===== config.mk =====
export PLATFORM = sky130hd
export DESIGN_NAME = ucs_regs
export DESIGN_NICKNAME = d
export VERILOG_FILES = /design/src/hdl/ucs_pkg.sv /design/src/hdl/ucs_regs.sv
export SDC_FILE = /design/constraint.sdc
export NUM_CORES = 1
export LEC_CHECK = 0
export BUFFER_PORTS_ARGS = -buffer_cell sky130_fd_sc_hd__buf_2
export CAP_MARGIN = 20
export CORE_ASPECT_RATIO = 0.5
export CORE_MARGIN = 2
export CORE_UTILIZATION = 50
export DETAILED_ROUTE_END_ITERATION = 8
export GPL_ROUTABILITY_DRIVEN = 0
export GPL_TIMING_DRIVEN = 0
export HOLD_SLACK_MARGIN = 0.02
export PLACE_DENSITY = 0.82
export SLEW_MARGIN = 10
export SYNTH_ARGS = -nofsm -noshare
export SYNTH_HDL_FRONTEND = slang
export SYNTH_SLANG_ARGS = --single-unit

===== constraint.sdc =====
create_clock -name pclk -period 2.5 [get_ports pclk]
set_input_delay 0.375 -clock pclk [delete_from_list [all_inputs] [get_ports pclk]]
set_output_delay 0.375 -clock pclk [all_outputs]
set_load 0.03 [all_outputs]

===== src/hdl/ucs_pkg.sv =====
// control and status register constants for the serial transceiver core
// assumes an APB master with 32-bit data and a datapath on the same clock
package ucs_pkg;
  // ------------------------------------------------------------
  // register map (byte addresses)
  // ------------------------------------------------------------
  localparam logic [7:0] ADDR_STATUS_FIFO = 8'h00;
  localparam logic [7:0] ADDR_LINE = 8'h04;
  localparam logic [7:0] ADDR_MODEM = 8'h08;
  localparam logic [7:0] ADDR_ENH = 8'h0c;
  // ------------------------------------------------------------
  // field positions and reset values
  // ------------------------------------------------------------
  localparam int FCR_EN = 0;
  localparam int FCR_RXCLR = 1;
  localparam int FCR_TXCLR = 2;
  localparam int ENH_BIT = 4;
  localparam logic [7:0] LINE_RST = 8'h00;
  localparam logic [4:0] MODEM_RST = 5'h00;
  localparam logic [1:0] TRIG_RST = 2'h0;
  // ------------------------------------------------------------
  // timeout: four characters plus this many bit times
  // ------------------------------------------------------------
  localparam int TMO_CHARS = 4;
  localparam int TMO_EXTRA_BITS = 12;
  // ------------------------------------------------------------
  // interrupt source codes, status bits 5..0
  // ------------------------------------------------------------
  typedef enum logic [5:0] {
    UCS_SRC_LINE = 6'h06,
    UCS_SRC_TMO = 6'h0c,
    UCS_SRC_RECEIVE_DATA_READY_EVENT = 6'h04,
    UCS_SRC_TRANSMIT_SPACE_EVENT = 6'h02,
    UCS_SRC_MODEM = 6'h00,
    UCS_SRC_XOFF = 6'h10,
    UCS_SRC_FLOW = 6'h20,
    UCS_SRC_NONE = 6'h01
  } ucs_src_e;

  // trigger code to fifo level
  function automatic logic [4:0] ucs_trig_level(input logic [1:0] code);
    case (code)
      2'h0: ucs_trig_level = 5'h01;
      2'h1: ucs_trig_level = 5'h04;
      2'h2: ucs_trig_level = 5'h08;
      default: ucs_trig_level = 5'h0e;
    endcase
  endfunction : ucs_trig_level
endpackage : ucs_pkg


===== src/hdl/ucs_regs.sv =====
// control/status registers, interrupt source encoder and rx timeout timer
// assumes datapath strobes are on pclk; cts_n_pin arrives from a pin
//
// Decided for this implementation: the APB register port and the placing of the registers.
`timescale 1ns/10ps
`default_nettype none
module ucs_regs (
  input wire logic pclk,
  input wire logic presetn,
  input wire logic psel,
  input wire logic penable,
  input wire logic pwrite,
  input wire logic [7:0] paddr,
  input wire logic [31:0] pwdata,
  output logic [31:0] prdata,
  output logic pready,
  output logic pslverr,
  input wire logic strobe_bus_mode,
  input wire logic line_status_err,
  input wire logic [4:0] rx_count,
  input wire logic [4:0] tx_count,
  input wire logic rx_char_strobe,
  input wire logic receive_holding_read,
  input wire logic transmit_holding_write,
  input wire logic modem_input_change,
  input wire logic modem_input_status_read,
  input wire logic xoff_match,
  input wire logic xon_match,
  input wire logic special_match,
  input wire logic wake_event,
  input wire logic bit_tick,
  input wire logic cts_n_pin,
  output logic fifo_enable,
  output logic rx_fifo_clear,
  output logic tx_fifo_clear,
  output logic [1:0] rx_trigger,
  output logic [1:0] tx_trigger,
  output logic [1:0] word_length,
  output logic stop_long,
  output logic parity_enable,
  output logic parity_even,
  output logic parity_forced,
  output logic tx_break,
  output logic divisor_select,
  output logic dtr_n,
  output logic rts_n,
  output logic internal_ring_loop_output,
  output logic internal_carrier_loop_output,
  output logic loopback,
  output logic irq,
  output logic irq_oe
);
  // ------------------------------------------------------------
  // apb access decode
  // ------------------------------------------------------------
  logic access;
  logic wr;
  logic rd;
  logic mapped;
  logic [7:0] line_format_control;
  logic [4:0] modem_output_control;
  logic enhanced_feature_enable;
  logic [7:0] interrupt_source_status;
  logic [5:0] next_code;
  logic rx_ready;
  logic pend_tmo;
  logic pend_tx;
  logic pend_xoff;
  logic pend_special;
  logic pend_flow;
  logic pend_wake;
  logic cts_n_meta;
  logic cts_n_sync;
  logic cts_n_prev;
  logic [4:0] tx_count_prev;
  logic [7:0] tmo_cnt;
  logic [7:0] tmo_limit;
  logic tmo_fire;
  logic isr_read;

  assign access = psel & penable & pready;
  assign wr = access & pwrite;
  assign rd = access & ~pwrite;
  assign isr_read = rd & (paddr == ucs_pkg::ADDR_STATUS_FIFO);

  always_comb
  begin
    if (paddr == ucs_pkg::ADDR_STATUS_FIFO)
      mapped = 1'b1;
    else if (paddr == ucs_pkg::ADDR_LINE)
      mapped = 1'b1;
    else if (paddr == ucs_pkg::ADDR_MODEM)
      mapped = 1'b1;
    else if (paddr == ucs_pkg::ADDR_ENH)
      mapped = 1'b1;
    else
      mapped = 1'b0;
  end

  // zero-wait slave: ready is raised for the access phase only
  always_ff @(posedge pclk or negedge presetn)
  begin
    if (!presetn)
    begin
      pready <= 1'b0;
      pslverr <= 1'b0;
      prdata <= 32'h0000_0000;
    end
    else
    begin
      pready <= psel & ~penable;
      pslverr <= psel & ~penable & ~mapped;
      prdata <= 32'h0000_0000;
      if (psel && !penable && !pwrite)
      begin
        if (paddr == ucs_pkg::ADDR_STATUS_FIFO)
          prdata <= {24'h00_0000, interrupt_source_status};
        else if (paddr == ucs_pkg::ADDR_LINE)
          prdata <= {24'h00_0000, line_format_control};
        else if (paddr == ucs_pkg::ADDR_MODEM)
          prdata <= {27'h000_0000, modem_output_control};
        else if (paddr == ucs_pkg::ADDR_ENH)
          prdata <= {27'h000_0000, enhanced_feature_enable, 4'h0};
        else
          prdata <= 32'h0000_0000;
      end
    end
  end

  // ------------------------------------------------------------
  // fifo control
  // ------------------------------------------------------------
  always_ff @(posedge pclk or negedge presetn)
  begin
    if (!presetn)
    begin
      fifo_enable <= 1'b0;
      rx_trigger <= ucs_pkg::TRIG_RST;
      tx_trigger <= ucs_pkg::TRIG_RST;
      rx_fifo_clear <= 1'b0;
      tx_fifo_clear <= 1'b0;
    end
    else
    begin
      rx_fifo_clear <= 1'b0;
      tx_fifo_clear <= 1'b0;
      if (wr && paddr == ucs_pkg::ADDR_STATUS_FIFO)
      begin
        // bit 3 is deliberately not stored
        fifo_enable <= pwdata[ucs_pkg::FCR_EN];
        if (pwdata[ucs_pkg::FCR_EN])
        begin
          rx_trigger <= pwdata[7:6];
          rx_fifo_clear <= pwdata[ucs_pkg::FCR_RXCLR];
          tx_fifo_clear <= pwdata[ucs_pkg::FCR_TXCLR];
          if (enhanced_feature_enable)
            tx_trigger <= pwdata[5:4];
        end
      end
    end
  end

  // ------------------------------------------------------------
  // line format, modem control and enhanced enable
  // ------------------------------------------------------------
  always_ff @(posedge pclk or negedge presetn)
  begin
    if (!presetn)
    begin
      line_format_control <= ucs_pkg::LINE_RST;
      modem_output_control <= ucs_pkg::MODEM_RST;
      enhanced_feature_enable <= 1'b0;
    end
    else if (wr)
    begin
      if (paddr == ucs_pkg::ADDR_LINE)
        line_format_control <= pwdata[7:0];
      else if (paddr == ucs_pkg::ADDR_MODEM)
        modem_output_control <= pwdata[4:0];
      else if (paddr == ucs_pkg::ADDR_ENH)
        enhanced_feature_enable <= pwdata[ucs_pkg::ENH_BIT];
    end
  end

  // outputs are flopped copies so every pin comes from a register
  always_ff @(posedge pclk or negedge presetn)
  begin
    if (!presetn)
    begin
      word_length <= 2'h0;
      stop_long <= 1'b0;
      parity_enable <= 1'b0;
      parity_even <= 1'b0;
      parity_forced <= 1'b0;
      tx_break <= 1'b0;
      divisor_select <= 1'b0;
      dtr_n <= 1'b1;
      rts_n <= 1'b1;
      internal_ring_loop_output <= 1'b0;
      internal_carrier_loop_output <= 1'b0;
      loopback <= 1'b0;
      irq_oe <= 1'b0;
    end
    else
    begin
      word_length <= line_format_control[1:0];
      stop_long <= line_format_control[2];
      parity_enable <= line_format_control[3];
      parity_even <= line_format_control[4];
      parity_forced <= line_format_control[5];
      tx_break <= line_format_control[6];
      divisor_select <= line_format_control[7];
      dtr_n <= ~modem_output_control[0];
      rts_n <= ~modem_output_control[1];
      internal_ring_loop_output <= modem_output_control[2] & modem_output_control[4];
      internal_carrier_loop_output <= modem_output_control[3] & modem_output_control[4];
      loopback <= modem_output_control[4];
      irq_oe <= strobe_bus_mode & modem_output_control[3];
    end
  end

  // ------------------------------------------------------------
  // receive timeout timer, counted in bit times
  // ------------------------------------------------------------
  // one-and-a-half stop bits is counted as two; slightly longer wait
  always_comb
  begin
    tmo_limit = 8'(ucs_pkg::TMO_CHARS) * (8'd7 + {6'h00, line_format_control[1:0]}
      + {7'h00, line_format_control[3]} + {7'h00, line_format_control[2]})
      + 8'(ucs_pkg::TMO_EXTRA_BITS);
  end

  assign tmo_fire = bit_tick && (rx_count != 5'h00) && (tmo_cnt == tmo_limit - 8'h01);

  always_ff @(posedge pclk or negedge presetn)
  begin
    if (!presetn)
      tmo_cnt <= 8'h00;
    else if (rx_char_strobe || receive_holding_read || rx_count == 5'h00 || pend_tmo)
      tmo_cnt <= 8'h00;
    else if (bit_tick)
      tmo_cnt <= tmo_cnt + 8'h01;
  end

  // ------------------------------------------------------------
  // sticky pending flags; a set wins over a clear
  // ------------------------------------------------------------
  always_ff @(posedge pclk or negedge presetn)
  begin
    if (!presetn)
    begin
      cts_n_meta <= 1'b1;
      cts_n_sync <= 1'b1;
      cts_n_prev <= 1'b1;
      tx_count_prev <= 5'h00;
    end
    else
    begin
      cts_n_meta <= cts_n_pin;
      cts_n_sync <= cts_n_meta;
      cts_n_prev <= cts_n_sync;
      tx_count_prev <= tx_count;
    end
  end

  assign rx_ready = fifo_enable ? (rx_count >= ucs_pkg::ucs_trig_level(rx_trigger))
                                : (rx_count != 5'h00);

  always_ff @(posedge pclk or negedge presetn)
  begin
    if (!presetn)
      pend_tmo <= 1'b0;
    else if (tmo_fire)
      pend_tmo <= 1'b1;
    else if (receive_holding_read)
      pend_tmo <= 1'b0;
  end

  always_ff @(posedge pclk or negedge presetn)
  begin
    if (!presetn)
      pend_tx <= 1'b0;
    else if ((tx_count < ucs_pkg::ucs_trig_level(tx_trigger)
              && tx_count_prev >= ucs_pkg::ucs_trig_level(tx_trigger))
             || (tx_count == 5'h00 && tx_count_prev != 5'h00))
      pend_tx <= 1'b1;
    else if (transmit_holding_write
             || (isr_read && interrupt_source_status[5:0] == ucs_pkg::UCS_SRC_TRANSMIT_SPACE_EVENT))
      pend_tx <= 1'b0;
  end

  always_ff @(posedge pclk or negedge presetn)
  begin
    if (!presetn)
    begin
      pend_xoff <= 1'b0;
      pend_special <= 1'b0;
    end
    else
    begin
      if (xoff_match && enhanced_feature_enable)
        pend_xoff <= 1'b1;
      else if (xon_match || (isr_read && interrupt_source_status[4]) || !enhanced_feature_enable)
        pend_xoff <= 1'b0;
      if (special_match && enhanced_feature_enable)
        pend_special <= 1'b1;
      else if (rx_char_strobe || (isr_read && interrupt_source_status[4]) || !enhanced_feature_enable)
        pend_special <= 1'b0;
    end
  end

  always_ff @(posedge pclk or negedge presetn)
  begin
    if (!presetn)
      pend_flow <= 1'b0;
    else if (enhanced_feature_enable && ((cts_n_sync && !cts_n_prev) || (!rts_n && modem_output_control[1] == 1'b0)))
      pend_flow <= 1'b1;
    else if (modem_input_status_read || !enhanced_feature_enable)
      pend_flow <= 1'b0;
  end

  always_ff @(posedge pclk or negedge presetn)
  begin
    if (!presetn)
      pend_wake <= 1'b0;
    else if (wake_event)
      pend_wake <= 1'b1;
    else if (isr_read && interrupt_source_status[5:0] == ucs_pkg::UCS_SRC_NONE)
      pend_wake <= 1'b0;
  end

  // ------------------------------------------------------------
  // priority encoder
  // ------------------------------------------------------------
  always_comb
  begin
    if (line_status_err)
      next_code = ucs_pkg::UCS_SRC_LINE;
    else if (pend_tmo)
      next_code = ucs_pkg::UCS_SRC_TMO;
    else if (rx_ready)
      next_code = ucs_pkg::UCS_SRC_RECEIVE_DATA_READY_EVENT;
    else if (pend_tx)
      next_code = ucs_pkg::UCS_SRC_TRANSMIT_SPACE_EVENT;
    else if (modem_input_change)
      next_code = ucs_pkg::UCS_SRC_MODEM;
    else if (pend_xoff || pend_special)
      next_code = ucs_pkg::UCS_SRC_XOFF;
    else if (pend_flow)
      next_code = ucs_pkg::UCS_SRC_FLOW;
    else
      next_code = ucs_pkg::UCS_SRC_NONE;
  end

  // code is frozen while a status read is in flight so the
  // value read and the flag cleared stay consistent
  always_ff @(posedge pclk or negedge presetn)
  begin
    if (!presetn)
      interrupt_source_status <= {2'b00, ucs_pkg::UCS_SRC_NONE};
    else if (!(psel && paddr == ucs_pkg::ADDR_STATUS_FIFO && !pwrite))
      interrupt_source_status <= {fifo_enable, fifo_enable, next_code};
  end

  always_ff @(posedge pclk or negedge presetn)
  begin
    if (!presetn)
      irq <= 1'b0;
    else
      irq <= (next_code != ucs_pkg::UCS_SRC_NONE) & (~strobe_bus_mode | modem_output_control[3]);
  end
endmodule : ucs_regs
`default_nettype wire


## Word level (Yosys, flattened, before mapping)

Cells that the tools add are included.

| word-level totals | value |
|---|---|
| bits in registers | 98 |
| output and inout port bits | 56 |

| operators by class | value |
|---|---|
| muxes and demuxes | 35 |
| $add $sub $neg | 6 |
| $lt $le $gt $ge | 3 |
| bitwise operators | 20 |
| eq/ne operators | 10 |
| reduce and logical (&&, ||, !) cells | 51 |

Operators with widths:

| cell | number |
|---|---|
| 2-to-1 mux 6 bit | 7 |
| 2-to-1 mux 32 bit | 1 |
| 2-to-1 mux 8 bit | 4 |
| one-hot mux 4 bit (3 select lines) | 2 |
| 2-to-1 mux 1 bit | 19 |
| == test 8 x 4 -> 1 bit (second input constant) | 2 |
| logical AND 1 bit | 16 |
| logical OR 1 bit | 12 |
| nonzero test 2 bit | 6 |
| AND 1 bit | 11 |
| greater-or-equal comparator 5 bit | 2 |
| zero test 5 bit | 2 |
| 2-to-1 mux 5 bit | 2 |
| nonzero test 5 bit | 2 |
| adder 8 x 1 -> 8 bit (second input constant) | 1 |
| adder 8 x 4 -> 8 bit (second input constant) | 1 |
| == test 8 x 3 -> 1 bit (second input constant) | 1 |
| == test 8 bit | 1 |
| zero test 8 bit | 1 |
| inverter 1 bit | 8 |
| subtractor 8 x 1 -> 8 bit (second input constant) | 1 |
| adder 5 x 1 -> 6 bit | 1 |
| == test 6 x 2 -> 1 bit (second input constant) | 1 |
| != test 6 x 1 -> 1 bit (second input constant) | 1 |
| other kinds (11) | 20 |

## Depth between registers and ports, before layout

| logic depth | value |
|---|---|
| depth in word-level cells | 9 |
| depth in mapped cells | 10 |
| mapped depth without buffers | 10 |

## Worst setup path before layout

OpenSTA, ideal clock, no wires.

| timing | value |
|---|---|
| path type | input to register |
| from | in paddr[5] |
| to | reg interrupt_source_status[5] |
| buffers on the path | 2 |
| path slack | 53 ps |
| stages on the path | 7 |
| arrival | 2,326 ps |
| required time | 2,379 ps |
| library setup time | 121 ps |
| cell sequence | or4_4 or4b_1 buf_2 or3b_1 buf_2 and3_4 a22o_1 |

| on the way | value |
|---|---|
| longest elaborated chain between the ends | 3 |

Ends and longest elaborated chain:

| what | line | text |
|---|---|---|
| start: declaration | ucs_regs.sv:13 | `input wire logic [7:0] paddr,` |
| zero test 8 bit | ucs_regs.sv:361 | `else if (!(psel && paddr == ucs_pkg::ADDR_STATUS_FIFO && !pwrite))` |
| logical AND 1 bit (2 in a row) | ucs_regs.sv:361 |  |
| end signal: assignment | ucs_regs.sv:360 | `interrupt_source_status <= {2'b00, ucs_pkg::UCS_SRC_NONE};` |
| end signal: assignment | ucs_regs.sv:362 | `interrupt_source_status <= {fifo_enable, fifo_enable, next_code};` |
| end: declaration | ucs_regs.sv:63 | `logic [7:0] interrupt_source_status;` |

Every way passes these cells.
A chain may end at the register's enable or synchronous reset.

## Worst setup path after layout

| timing | value |
|---|---|
| from | in paddr[5] |
| to | reg interrupt_source_status[1] |

Same word-level chain as after synthesis.

==> flow_metrics.tcl <==
set metrics [dict create \
    comb_power_share_pct 7.9 \
    vias_per_cell 5.04 \
    final_nets 511 \
    yosysTopAreaCellShare_pct 48.3 \
    die_w_um 123 \
    worstPathArrival_ps 2550 \
    yosys-top-cells-area "dfrtp_1 48%, ha_1 5.7%, buf_4 5.1%, mux2_2 4.8%, dfstp_2 4.5%" \
    yosys.area.top_type "dfrtp_1" \
    n_fill_cell 520 \
    reg2reg_slack_ps 160 \
    synth-edff-count 0 \
    syn_area_per_cell_um2 11.2 \
    min_path_cells 1 \
    wl_per_cell_um 14.3 \
    gr-usage-all-layers_pct 21.5 \
    num_antenna_cells 0 \
    cts_tree "done" \
    root_buffer "clkbuf_16" \
    internal_power_mw 2.18 \
    dieArea_um2 7780 \
    finalCritPeriodShare_pct 94.2 \
    cp-start-kind "input pin" \
    p_per_area_nw_per_um2 631 \
    synth-main-ff-cell "dfrtp_1" \
    hp-start "cts_n_pin" \
    io_pins 124 \
    synth.most_common_cell "dfrtp_1" \
    worst_skew_pair.late_latency_ps 340 \
    fmax_mhz 425 \
    p_clk_share_pct 48.6 \
    outcome "finished, final reports clean" \
    place_ws_ps -302 \
    synth_seq_cells 74 \
    via_count 2631 \
    worst-setup-path-type "in2reg" \
    synth-seq-area-share_pct 52.8 \
    crit_path_end_kind "flip-flop" \
    start_util_pct 52.2 \
    timing.final.ws_setup_ps 146 \
    core.rowCount 21 \
    die_h_um 63.4 \
    netlist_instances 316 \
    drv_slew 0 \
    worst_pin_slew_ps 652 \
    fin_crit_ps 2350 \
    grt_remaining_overflow 0 \
    grt_setup_unrepaired "false" \
    grt_pass1_vias 2644 \
    core_um2 6750 \
    dpl.hpwl_um 5490 \
    timing.rr.start "line_format_control[3]" \
    hold_viol 0 \
    hold_class "in2reg" \
    maxCapViolCount 0 \
    leakage_nw 2.23 \
    cts_buffer_depth 2 \
    ir_worst_vdd_mv 0.414 \
    ff2ff_path_depth 10 \
    synthArstFlopShare_pct 100 \
    cts_buffers 9 \
    finalPower_mw 2.82 \
    grt_max_degree 50 \
    ys_top_cells_by_count "68 x dfrtp_1, 24 x buf_4, 24 x inv_1, 22 x nand2_1, 22 x nor2_1" \
    drt_first_pass_iters 4 \
    crit_fanout 9 \
    final_util_pct 66.1 \
    area_delta_synth_final_pct 26.6 \
    max_slew_margin_pct 55.9 \
    antenna_found_initial 0 \
    routed_wl_um 7440 \
    synth_cell_types 47 \
    syn_area_um2 3520 \
    final.setup_skew_ps 8.75 \
    setup_viol 0 \
    cp.required_ps 2700 \
    p_sw_share_pct 22.7 \
    grt_pass1_wl_um 12600 \
    ant_nets 0 \
    seqPwrFrac_pct 43.5 \
    p_switching_uw 640 \
    drive_gt1_share_pct 33.5 \
    drt-initial-drc-count 148 \
    hold_end "cts_n_meta" \
    r2r-end "pend_tmo" \
    port_buffers 73 \
    cts_htree_levels 3 \
    numClockSinks 74 \
    yosysWarnings 0 \
    whs_ps 142 \
    clk_pin_slew_ps 60 \
    post-route-drc-count 0 \
]
==> stage by stage <==
| step | setup TNS [ps] | area, µm² | instances |
|---|---|---|---|
| after floorplan | 0 | 3610 | 339 |
| after global placement | -2220 | 4090 | 504 |
| after detailed placement | -3370 | 4120 | 505 |
| after CTS | 0 | 4450 | 522 |
| after global routing | 0 | 4460 | 522 |
| final | 0 | 4460 | 522 |
==> area by class of cell <==
cell class	count	area [µm²]	area share (%)
plain buffers	31	209	4.68
repair buffers	75	405	9.09
flip-flops and latches	74	1860	41.7
well taps	92	115	2.58
inverters	24	90.1	2.02
clock inverters	6	90.1	2.02
multi-input cells	210	1460	32.8
clock buffers	10	229	5.13
==> layout by cell type (no fill, tap or decap), types with 2 or more instances in the layout <==
master / synthesis / routed
a21oi_1: 8 / 8
a221oi_1: 4 / 4
a22o_1: 2 / 2
and2_1: 6 / 6
buf_2: 2 / 74
buf_4: 24 / 25
bufinv_16: 0 / 2
clkbuf_1: 5 / 6
clkbuf_16: 0 / 9
conb_1: 1 / 24
dfrtp_1: 68 / 68
dfstp_2: 6 / 6
fa_1: 2 / 2
ha_1: 16 / 16
inv_1: 24 / 24
mux2_2: 15 / 15
mux2_4: 2 / 2
mux2i_1: 4 / 4
nand2_1: 22 / 22
nand2b_1: 7 / 7
nand3_1: 4 / 4
nand3b_1: 3 / 3
nand4_1: 4 / 4
nor2_1: 22 / 21
nor2b_1: 3 / 3
nor3_1: 7 / 7
nor3b_1: 2 / 2
nor4_1: 4 / 4
o21ai_0: 12 / 12
o31ai_1: 4 / 4
or4_1: 2 / 2
or4_4: 2 / 2
xnor2_1: 7 / 6
xor2_1: 7 / 7
==> worst max path at each step <==
stage                                start                    endpoint  slack (ps)  cells after the start
CTS                               paddr[5]      line_format_control[2]          40                      6
floorplan                         paddr[5]  interrupt_source_status[5]          50                      7
finish                            paddr[5]  interrupt_source_status[1]         150                      7
detailed placement                paddr[5]      line_format_control[2]        -300                      6
global placement                  paddr[5]      line_format_control[0]        -180                      6
global route        line_format_control[3]                    pend_tmo          10                     10
==> cell families (layout without fill, tap and decap cells) <==
family,count (synthesis),count (layout),share of synthesized area [%]
compound gates,38,38,7.14
xor+xnor,14,14,3.48
fa+ha+maj,18,18,6.82
buf+inv,55,146,8.48
flops,74,74,52.8
mux,21,21,6.78
other cells,1,24,0.106
simple gates,95,95,14.4
==> routing by layer <==
metal  wire [µm]  up-vias  track usage (%)
li1            -     1253                -
met1        3220     1259             27.2
met2        3460      101             34.1
met3         568       18             6.61
met4         194        0             9.63
met5           0        -                0
==> repair_timing <==
item	CTS	global route
hold buffers	1	0
endpoints found under the hold margin	24	0
setup buffers	0	0
endpoints found under the setup margin	0	9
resized for setup	0	2
==> state kept, by name, summed over array words and instances (netlist names), 2 cells and up <==
signal,count
tmo_cnt,8
prdata,8
tx_trigger,2
modem_output_control,5
rx_trigger,2
interrupt_source_status,7
line_format_control,8
word_length,2
tx_count_prev,5
==> critical path: stages <==
cell and delay (ps):
buf_2 100, or4_4 530, or4b_1 490, buf_2 180, nor3b_2 510, mux2i_1 270, o41ai_1 100
==> power by group through the flow <==
stage	clock network (mW)	logic, mW	registers (mW)
floorplan	0	0.123	1.25
global placement	0	0.208	1.25
detailed placement	0	0.219	1.25
CTS	1.38	0.221	1.23
global route	1.45	0.246	1.23
finish	1.37	0.222	1.23
Power figures use the tool's default switching activity.
